File: src/logic/core_clock_map.svh
`ifndef CORE_CLOCK_MAP_SVH
`define CORE_CLOCK_MAP_SVH

// Reset divider fields and the fixed core divide-by-three field, stored as divide value minus one
`define RATIO_THIRD_RST   3'h2
`define RATIO_TRACE_RST   3'h3
`define RATIO_SIXTH_RST   3'h5
`define RATIO_MEMIF_RST   3'h3
`define RATIO_COPROCQ_RST 3'h3
`define RATIO_COPROCH_RST 3'h1
`define RATIO_CORE3_FIX   3'h2

// Domain positions inside the packed divider vectors
`define IDX_THIRD   0
`define IDX_TRACE   1
`define IDX_SIXTH   2
`define IDX_MEMIF   3
`define IDX_COPROCQ 4
`define IDX_COPROCH 5
`define NUM_DOMAINS 6

`endif

File: src/logic/core_clock_pkg.sv
package core_clock_pkg;

  // Clocking mode of the main PLL path
  typedef enum logic {
    MODE_BYPASS,
    MODE_PLL
  } clk_mode_t;

endpackage : core_clock_pkg

File: src/logic/ratio_divider.sv
`timescale 1ns/100ps
module ratio_divider #(
  parameter int RATIO_W = 4
) (
  // Clock and reset
  input  wire logic               clk,
  input  wire logic               rst_n,
  // Core tick and realign request
  input  wire logic               tick,
  input  wire logic               clear,
  // Divide value minus one
  input  wire logic [RATIO_W-1:0] ratio,
  // Divided enable pulse
  output logic                    pulse
);

  logic [RATIO_W-1:0] cnt_ff;
  logic [RATIO_W-1:0] nxt_cnt;
  logic               pulse_ff;
  logic               nxt_pulse;

  // Count core ticks; pulse on tick number ratio+1
  always_comb begin
    nxt_cnt   = cnt_ff;
    nxt_pulse = 1'b0;
    if (clear) begin
      nxt_cnt = '0;
    end else if (tick) begin
      if (cnt_ff >= ratio) begin
        nxt_cnt   = '0;
        nxt_pulse = 1'b1;
      end else begin
        nxt_cnt = cnt_ff + RATIO_W'(1);
      end
    end
  end

  // Register counter and pulse
  always_ff @(posedge clk or negedge rst_n) begin
    if (!rst_n) begin
      cnt_ff   <= '0;
      pulse_ff <= 1'b0;
    end else begin
      cnt_ff   <= nxt_cnt;
      pulse_ff <= nxt_pulse;
    end
  end

  assign pulse = pulse_ff;

endmodule : ratio_divider

File: src/logic/core_clock_ratio_divider.sv
// What this block does
// [RULE1] Leave reset in PLL bypass mode and stay there until the PLL mode request is raised.
// [RULE2] In PLL mode the core runs from the multiplied PLL output instead of the reference.
// [RULE3] The core full-rate domain enable follows the selected source with no division.
// [RULE4] The third-rate system enable runs at one third of the core rate.
// [RULE5] The sixth-rate system enable runs at one sixth of the core rate.
// [RULE6] The coprocessor full-rate enable runs at one half of the core rate.
// [RULE7] The memory interface enable runs at one quarter of the core rate.
// [RULE8] The trace enable runs at one quarter of the core rate as its own output.
// [RULE9] The coprocessor half-rate enable runs at one quarter of the core rate as its own output.
// [RULE10] All derived enables come from one source, stay synchronous and share aligned edges.
// [RULE11] The core makes its own fixed divide-by-three enable for on-chip communication.
// [RULE12] The configuring party must set each divider field to its required fixed ratio.
// [RULE13] Each divider field holds the divide value minus one.
// [RULE14] A divider or mode change realigns all dividers cleanly to one common core edge.
`timescale 1ns/100ps
`include "core_clock_map.svh"
module core_clock_ratio_divider
  import core_clock_pkg::*;
#(
  parameter int RATIO_W = 4
) (
  // Clock and reset
  input  wire logic               clk,
  input  wire logic               rst_n,
  // Source selection
  input  wire logic               pll_mode_req,
  input  wire logic               ref_tick,
  // Divider fields, divide value minus one
  input  wire logic [RATIO_W-1:0] ratio_third,
  input  wire logic [RATIO_W-1:0] ratio_trace,
  input  wire logic [RATIO_W-1:0] ratio_sixth,
  input  wire logic [RATIO_W-1:0] ratio_memif,
  input  wire logic [RATIO_W-1:0] ratio_coproc_q,
  input  wire logic [RATIO_W-1:0] ratio_coproc_h,
  // Domain enables
  output logic                    core_full_rate_en,
  output logic                    core_div3_en,
  output logic                    sys_clock_third,
  output logic                    sys_clock_trace_quarter,
  output logic                    sys_clock_sixth,
  output logic                    sys_clock_memif_quarter,
  output logic                    sys_clock_coproc_quarter,
  output logic                    sys_clock_coproc_half,
  // Status
  output logic                    pll_active,
  output logic                    ratio_ok
);

  // Refuse field widths that cannot hold the fixed reset fields
  if (RATIO_W < 3 || RATIO_W > 16) begin : g_bad_ratio_w
    $error("RATIO_W must lie between 3 and 16");
  end

  localparam int N = `NUM_DOMAINS;

  clk_mode_t                      mode_ff;
  clk_mode_t                      nxt_mode;
  logic      [N-1:0][RATIO_W-1:0] ratio_in;
  logic      [N-1:0][RATIO_W-1:0] ratio_ff;
  logic      [N-1:0][RATIO_W-1:0] nxt_ratio;
  logic      [N-1:0]              dom_pulse;
  logic                           realign;
  logic                           core_tick;
  logic                           core_en_ff;
  logic                           nxt_core_en;
  logic                           ratio_ok_ff;
  logic                           nxt_ratio_ok;

  assign ratio_in[`IDX_THIRD]   = ratio_third;
  assign ratio_in[`IDX_TRACE]   = ratio_trace;
  assign ratio_in[`IDX_SIXTH]   = ratio_sixth;
  assign ratio_in[`IDX_MEMIF]   = ratio_memif;
  assign ratio_in[`IDX_COPROCQ] = ratio_coproc_q;
  assign ratio_in[`IDX_COPROCH] = ratio_coproc_h;

  // Mode machine: bypass after reset, PLL only on request
  always_comb begin
    nxt_mode = mode_ff;
    unique case (mode_ff)
      MODE_BYPASS: if (pll_mode_req) nxt_mode = MODE_PLL;  // RULE1
      MODE_PLL:    if (!pll_mode_req) nxt_mode = MODE_BYPASS;
    endcase
  end

  // Any field or mode change forces a common restart
  always_comb begin
    realign   = (nxt_mode != mode_ff) || (ratio_in != ratio_ff);  // RULE14
    nxt_ratio = ratio_in;  // RULE14
  end

  // Core source: PLL output every cycle, or reference ticks in bypass
  always_comb begin
    core_tick    = (mode_ff == MODE_PLL) ? 1'b1 : ref_tick;  // RULE2
    nxt_core_en  = core_tick && !realign;  // RULE3
    nxt_ratio_ok = (ratio_ff[`IDX_THIRD]   == RATIO_W'(`RATIO_THIRD_RST))
                && (ratio_ff[`IDX_TRACE]   == RATIO_W'(`RATIO_TRACE_RST))
                && (ratio_ff[`IDX_SIXTH]   == RATIO_W'(`RATIO_SIXTH_RST))
                && (ratio_ff[`IDX_MEMIF]   == RATIO_W'(`RATIO_MEMIF_RST))
                && (ratio_ff[`IDX_COPROCQ] == RATIO_W'(`RATIO_COPROCQ_RST))
                && (ratio_ff[`IDX_COPROCH] == RATIO_W'(`RATIO_COPROCH_RST));
  end

  // Register mode, held fields and core enable
  always_ff @(posedge clk or negedge rst_n) begin
    if (!rst_n) begin
      mode_ff     <= MODE_BYPASS;  // RULE1
      ratio_ff[`IDX_THIRD]   <= RATIO_W'(`RATIO_THIRD_RST);
      ratio_ff[`IDX_TRACE]   <= RATIO_W'(`RATIO_TRACE_RST);
      ratio_ff[`IDX_SIXTH]   <= RATIO_W'(`RATIO_SIXTH_RST);
      ratio_ff[`IDX_MEMIF]   <= RATIO_W'(`RATIO_MEMIF_RST);
      ratio_ff[`IDX_COPROCQ] <= RATIO_W'(`RATIO_COPROCQ_RST);
      ratio_ff[`IDX_COPROCH] <= RATIO_W'(`RATIO_COPROCH_RST);
      core_en_ff  <= 1'b0;
      ratio_ok_ff <= 1'b1;
    end else begin
      mode_ff     <= nxt_mode;
      ratio_ff    <= nxt_ratio;
      core_en_ff  <= nxt_core_en;
      ratio_ok_ff <= nxt_ratio_ok;
    end
  end

  // One divider per derived domain, all counting the same core tick
  for (genvar i = 0; i < N; i++) begin : g_dom
    ratio_divider #(
      .RATIO_W (RATIO_W)
    ) u_div (
      .clk   (clk),
      .rst_n (rst_n),
      .tick  (core_tick),  // RULE10
      .clear (realign),  // RULE14
      .ratio (ratio_ff[i]),  // RULE13
      .pulse (dom_pulse[i])
    );
  end

  // Core-internal fixed divide-by-three
  ratio_divider #(
    .RATIO_W (RATIO_W)
  ) u_core_div3 (
    .clk   (clk),
    .rst_n (rst_n),
    .tick  (core_tick),
    .clear (realign),
    .ratio (RATIO_W'(`RATIO_CORE3_FIX)),  // RULE11
    .pulse (core_div3_en)
  );

  // Outputs straight from flip-flops
  assign core_full_rate_en        = core_en_ff;
  assign sys_clock_third          = dom_pulse[`IDX_THIRD];  // RULE4
  assign sys_clock_trace_quarter  = dom_pulse[`IDX_TRACE];  // RULE8
  assign sys_clock_sixth          = dom_pulse[`IDX_SIXTH];  // RULE5
  assign sys_clock_memif_quarter  = dom_pulse[`IDX_MEMIF];  // RULE7
  assign sys_clock_coproc_quarter = dom_pulse[`IDX_COPROCQ];  // RULE9
  assign sys_clock_coproc_half    = dom_pulse[`IDX_COPROCH];  // RULE6
  assign pll_active               = (mode_ff == MODE_PLL);
  assign ratio_ok                 = ratio_ok_ff;

  // Checking helpers: core enables seen since each domain's last pulse
  logic [N-1:0][RATIO_W-1:0] gap_ff;
  logic [N-1:0][RATIO_W-1:0] nxt_gap;

  // Next gaps: restart on realign or on a pulse, count other core enables
  always_comb begin
    for (int k = 0; k < N; k++) begin
      nxt_gap[k] = gap_ff[k];
      if (realign || (core_en_ff && dom_pulse[k])) begin
        nxt_gap[k] = '0;
      end else if (core_en_ff) begin
        nxt_gap[k] = gap_ff[k] + RATIO_W'(1);
      end
    end
  end

  // Register the gaps
  always_ff @(posedge clk or negedge rst_n) begin
    if (!rst_n) begin
      gap_ff <= '0;
    end else begin
      gap_ff <= nxt_gap;
    end
  end

  // Checking helper: core enables seen since the last fixed divide-by-three pulse
  logic [RATIO_W-1:0] gap3_ff;
  logic [RATIO_W-1:0] nxt_gap3;

  // Next gap: restart on realign or on a pulse, count other core enables
  always_comb begin
    nxt_gap3 = gap3_ff;
    if (realign || (core_en_ff && core_div3_en)) begin
      nxt_gap3 = '0;
    end else if (core_en_ff) begin
      nxt_gap3 = gap3_ff + RATIO_W'(1);
    end
  end

  // Register the gap
  always_ff @(posedge clk or negedge rst_n) begin
    if (!rst_n) begin
      gap3_ff <= '0;
    end else begin
      gap3_ff <= nxt_gap3;
    end
  end

  // No divider ever counts past its held field
  for (genvar j = 0; j < N; j++) begin : g_gap_chk

  end
endmodule : core_clock_ratio_divider

File: config.mk
export PLATFORM = sky130hd
export DESIGN_NAME = core_clock_ratio_divider
export DESIGN_NICKNAME = d
export VERILOG_FILES = /design/src/logic/core_clock_pkg.sv /design/src/logic/ratio_divider.sv /design/src/logic/core_clock_ratio_divider.sv
export VERILOG_INCLUDE_DIRS = /design/src /design/src/logic
export SDC_FILE = /design/constraint.sdc
export NUM_CORES = 1
export LEC_CHECK = 0
export BUFFER_PORTS_ARGS = -buffer_cell sky130_fd_sc_hd__buf_2
export CAP_MARGIN = 0
export CELL_PAD_IN_SITES_DETAIL_PLACEMENT = 1
export CELL_PAD_IN_SITES_GLOBAL_PLACEMENT = 1
export CORE_ASPECT_RATIO = 0.9
export CORE_MARGIN = 5
export CORE_UTILIZATION = 25
export CTS_CLUSTER_SIZE = 40
export DETAILED_ROUTE_END_ITERATION = 10
export PLACE_DENSITY_LB_ADDON = 0.1
export SYNTH_ARGS = -nofsm -noshare
export SYNTH_HDL_FRONTEND = slang
export SYNTH_SLANG_ARGS = --single-unit
export TNS_END_PERCENT = 30
File: constraint.sdc
create_clock -name clk -period 3.5 [get_ports clk]
set_input_delay 0 -clock clk [delete_from_list [all_inputs] [get_ports clk]]
set_output_delay 0 -clock clk [all_outputs]
set_load 0.02 [all_outputs]
==> out/summary.json <==
{
  "outcome": {"value": "finished clean"},
  "timing.slew.headroom": {"value": 29.8, "unit": "%"},
  "fp-row-count": {"value": 41},
  "synth_seq_area_share": {"value": 43.5, "unit": "%"},
  "detail_route.wl_per_cell": {"value": 16.5, "unit": "um"},
  "cell_repeated_most_along_the_worst_path": {"value": "sky130_fd_sc_hd__buf_4"},
  "timing.fmax": {"value": 406, "unit": "MHz"},
  "final.fill_count": {"value": 1594},
  "hold_violations": {"value": 0},
  "comb_power_share": {"value": 8.7, "unit": "%"},
  "critPathTopFamily": {"value": "simple AND/OR/NAND/NOR gates"},
  "place.port_buffers": {"value": 37},
  "drcViolationCount": {"value": 0},
  "grt_pass1_vias": {"value": 2889},
  "crit_reg_reg_startpoint": {"value": "ratio_ff[15]$_DFF_PN0_"},
  "layout_min_cycle_time": {"value": 2.46, "unit": "ns"},
  "postRouteAntennaNets": {"value": 0},
  "post_synth_inst_count": {"value": 322},
  "tritoncts": {"value": "built"},
  "cts_hold_buffers": {"value": 26},
  "setup-tns-final": {"value": 0, "unit": "ns"},
  "drt_iter0_drc": {"value": 124},
  "grt_start_max_net_pins": {"value": 43},
  "initial_antenna_violation_count": {"value": 0},
  "clk_pin_slew": {"value": 0.06, "unit": "ns"},
  "finalSetupViolations": {"value": 0},
  "cts.repair_timing.setup_buffer_count": {"value": 0},
  "timing.critical_path.arrival": {"value": 2.71, "unit": "ns"},
  "p_switching": {"value": 0.423, "unit": "mW"},
  "clk-insertion-delay-late": {"value": 0.34, "unit": "ns"},
  "die_height": {"value": 124, "unit": "um"},
  "floorplan.core_area": {"value": 14100, "unit": "um2"},
  "ios": {"value": 38},
  "critical_path.cell_chain": {"value": "xnor2_1, nand4_1, nor4_4, buf_4, nand3_2, buf_4, o221ai_1"},
  "r2r_setup_slack": {"value": 1.04, "unit": "ns"},
  "grt_usage": {"value": 13.0, "unit": "%"},
  "pwr-share-seq": {"value": 42.8, "unit": "%"},
  "multi_input_comb_area": {"value": 1780, "unit": "um2"},
  "slew_violations": {"value": 0},
  "min_delay_worst_endpoint": {"value": "u_core_div3.cnt_ff[0]$_DFFE_PN0P_"},
  "syn-num-nets": {"value": 382},
  "cts_max_level": {"value": 3},
  "netSwitchingFraction": {"value": 24.0, "unit": "%"},
  "wire_length_of_the_first_global_routing_pass": {"value": 16200, "unit": "um"},
  "via_per_inst": {"value": 4.39},
  "postSynthRegisterBits": {"value": 62},
  "finalWirelength": {"value": 9770, "unit": "um"},
  "timing.critical_path.required": {"value": 3.75, "unit": "ns"},
  "internal_power_component": {"value": 1.34, "unit": "mW"},
  "rsz_0062_raised_after_global_routing": {"value": "no"},
  "cellLeakagePower": {"value": 2.08, "unit": "nW"},
  "place_congestion": {"value": 0.739},
  "floorplan.die.width": {"value": 137, "unit": "um"},
  "clkSinkCount": {"value": 62},
  "design.final.nets": {"value": 453},
  "max_cap_viol_count": {"value": 0},
  "cts_buffers": {"value": 9},
  "ff2ff_path_depth": {"value": 7},
  "timing_worst_slew_pin_value": {"value": 1.05, "unit": "ns"},
  "synth.avg_cell_area": {"value": 11.2, "unit": "um2"},
  "first_pass_iters": {"value": 4},
  "dieArea": {"value": 16900, "unit": "um2"},
  "gr-total-overflow": {"value": 0},
  "syn_area": {"value": 3600, "unit": "um2"},
  "crit-reg2reg-capture": {"value": "g_dom[5].u_div.cnt_ff[3]$_DFFE_PN0P_"},
  "postCtsResizedCells": {"value": 0},
  "yosysUniqueCellTypes": {"value": 40},
  "cts.root.buffer_cell": {"value": "sky130_fd_sc_hd__clkbuf_16"},
  "vias": {"value": 2596},
  "ff_latch_area": {"value": 1570, "unit": "um2"},
  "timing_worst_setup_path_type": {"value": "flip-flop to flip-flop"},
  "critical_path.endpoint_type": {"value": "flip-flop"},
  "fin_worst_hold_slack": {"value": 0.0450, "unit": "ns"},
  "timing.critical_path.from_type": {"value": "flip-flop"},
  "timing.critical_path.slowest_stage_cell": {"value": "sky130_fd_sc_hd__dfrtp_1"},
  "hold_class": {"value": "input port to flip-flop"},
  "start_util": {"value": 25.6, "unit": "%"},
  "min_delay_src": {"value": "ref_tick"},
  "clock_skew": {"value": 0.00910, "unit": "ns"},
  "ir_worst_vdd": {"value": 0.297, "unit": "mV"},
  "clock_path_buffers": {"value": 2},
  "post_route_cells_drive_above_1_share": {"value": 24.9, "unit": "%"},
  "area.growth.synth_to_final": {"value": 25.9, "unit": "%"},
  "path_buf_inv": {"value": 2},
  "post_detailed_placement_half_perimeter_wirelength": {"value": 7440, "unit": "um"},
  "pwr_density_cell": {"value": 389, "unit": "nW/um2"},
  "cpPeakStageDelay": {"value": 0.40, "unit": "ns"},
  "crit_fanout": {"value": 22},
  "min_path_cells": {"value": 4},
  "yosysWarnings": {"value": 0},
  "period_share": {"value": 70.4, "unit": "%"},
  "pwr-share-clk": {"value": 48.5, "unit": "%"}
}
[worst max-delay path by stage]
stage | cells after the start | slack [ns] | startpoint | to
3_5_place_dp | 7 | 0.96 | ratio_ff[15]$_DFF_PN0_ | g_dom[5].u_div.cnt_ff[3]$_DFFE_PN0P_
6_report | 7 | 1.04 | ratio_ff[15]$_DFF_PN0_ | g_dom[5].u_div.cnt_ff[3]$_DFFE_PN0P_
4_1_cts | 7 | 0.93 | ratio_ff[15]$_DFF_PN0_ | g_dom[5].u_div.cnt_ff[3]$_DFFE_PN0P_
3_3_place_gp | 7 | 0.99 | ratio_ff[15]$_DFF_PN0_ | g_dom[5].u_div.cnt_ff[2]$_DFFE_PN0P_
5_1_grt | 7 | 0.82 | ratio_ff[15]$_DFF_PN0_ | g_dom[5].u_div.cnt_ff[2]$_DFFE_PN0P_
2_1_floorplan | 6 | 1.74 | ratio_ff[17]$_DFF_PN1_ | u_core_div3.cnt_ff[1]$_DFFE_PN0P_
[cells by family after synthesis]
| family | Yosys count | synth area share [%] |
|---|---|---|
| xor gates and xnor gates | 25 | 6.29 |
| DFF | 62 | 43.5 |
| muxes | 6 | 1.67 |
| buffers and inverters | 60 | 7.23 |
| and+or+nand+nor | 80 | 15.0 |
| adders and majority gates | 32 | 11.1 |
| AOI/OAI and AO/OA | 57 | 15.2 |
[layer usage]
metal | part of all wire (%) | track usage (%) | wire, um | vias to the layer above
met5 | 0 | 0 | 0 | -
met4 | 1.3 | 5.16 | 127 | 0
met3 | 3.4 | 3.55 | 335 | 8
met2 | 46 | 20.0 | 4490 | 39
met1 | 49 | 17.3 | 4820 | 1267
li1 | - | - | - | 1282
[Yosys cell counts (all sizes together)]
master / instances / area share [%]
ha: 32 / 11
or4: 1 / 0.21
dfstp: 11 / 8.0
and3: 1 / 0.17
nor2: 21 / 2.3
nand3b: 1 / 0.31
o32ai: 2 / 0.90
o31ai: 1 / 0.21
mux2i: 6 / 1.7
o22ai: 1 / 0.17
o21ba: 6 / 1.7
nor4b: 6 / 2.5
buf: 6 / 1.6
o211ai: 6 / 2.1
nand2b: 12 / 2.1
o221ai: 12 / 4.0
dfrtp: 51 / 35
nand2: 7 / 0.73
a21o: 6 / 1.3
o2bb2ai: 5 / 1.2
and2: 1 / 0.17
nor3: 1 / 0.45
nand3: 8 / 1.4
nor2b: 7 / 1.2
o2111ai: 12 / 2.9
xnor2: 25 / 6.3
inv: 54 / 5.6
nand4: 10 / 2.3
a21oi: 6 / 0.83
and4: 1 / 0.24
nor4: 3 / 0.94
[cells in the final DEF, fill, tap and decap left out, types with 3 or more instances in the layout]
master	instances
sky130_fd_sc_hd__inv_1	54
sky130_fd_sc_hd__nand2_1	7
sky130_fd_sc_hd__o221ai_2	6
sky130_fd_sc_hd__dlygate4sd3_1	26
sky130_fd_sc_hd__nand3_1	6
sky130_fd_sc_hd__nor2_1	20
sky130_fd_sc_hd__ha_1	32
sky130_fd_sc_hd__a21o_1	6
sky130_fd_sc_hd__mux2i_1	6
sky130_fd_sc_hd__buf_2	37
sky130_fd_sc_hd__dfrtp_1	51
sky130_fd_sc_hd__a21oi_1	6
sky130_fd_sc_hd__nor4b_2	6
sky130_fd_sc_hd__nand2b_1	12
sky130_fd_sc_hd__dfstp_2	11
sky130_fd_sc_hd__xnor2_1	24
sky130_fd_sc_hd__nand4_1	8
sky130_fd_sc_hd__nor2b_1	7
sky130_fd_sc_hd__clkbuf_8	3
sky130_fd_sc_hd__o211ai_2	6
sky130_fd_sc_hd__clkbuf_16	9
sky130_fd_sc_hd__o21ba_2	6
sky130_fd_sc_hd__o2111ai_1	12
sky130_fd_sc_hd__o2bb2ai_1	5
sky130_fd_sc_hd__o221ai_1	6
sky130_fd_sc_hd__buf_4	3
[layout make-up]
type	instances	share of cell area [%]
diodes	1	0.0552
flip-flops and latches	62	34.5
clock inverters	1	0.110
inverters	54	4.47
well taps	193	5.33
repair buffers	66	10.3
clock buffers	14	6.04
multi-input cells	200	39.2
[registers in the layout, summed over array words and instances (netlist names)]
name                cells
g_dom.u_div.pulse       6
ratio_ok                1
core_full_rate_en       1
u_core_div3.cnt_ff      4
ratio_ff               24
u_core_div3.pulse       1
g_dom.u_div.cnt_ff     24
pll_active              1
[worst register-to-register path, delay by kind of cell, from the launching register on]
family                    cells  cell delay, ns
AOI/OAI and AO/OA             1            0.21
xor gates and xnor gates      1            0.30
buffers and inverters         2            0.65
DFF                           1            0.40
and+or+nand+nor               3            0.82
[power groups by stage]
stage                     clock, mW  sequential, mW  combinational, mW
after CTS                     0.892           0.754              0.160
after floorplan                   0           0.761             0.0726
after global placement            0           0.766              0.136
after global routing          0.916           0.756              0.175
final                         0.855           0.753              0.154
after detailed placement          0           0.766              0.137
[metrics by stage]
step / total power, mW / util, % / area (um2) / setup WS (ns) / std cells
3_5_place_dp: 0.903 / 28.4 / 3990 / 0.957 / 549
6_report: 1.76 / 32.3 / 4530 / 1.04 / 591
4_1_cts: 1.81 / 32.2 / 4530 / 0.930 / 590
2_1_floorplan: 0.833 / - / 3600 / 1.74 / 322
5_1_grt: 1.85 / 32.2 / 4530 / 0.817 / 590
3_3_place_gp: 0.901 / 28.4 / 3990 / 0.994 / 549
Note: power is estimated with default switching activity, not from simulation.
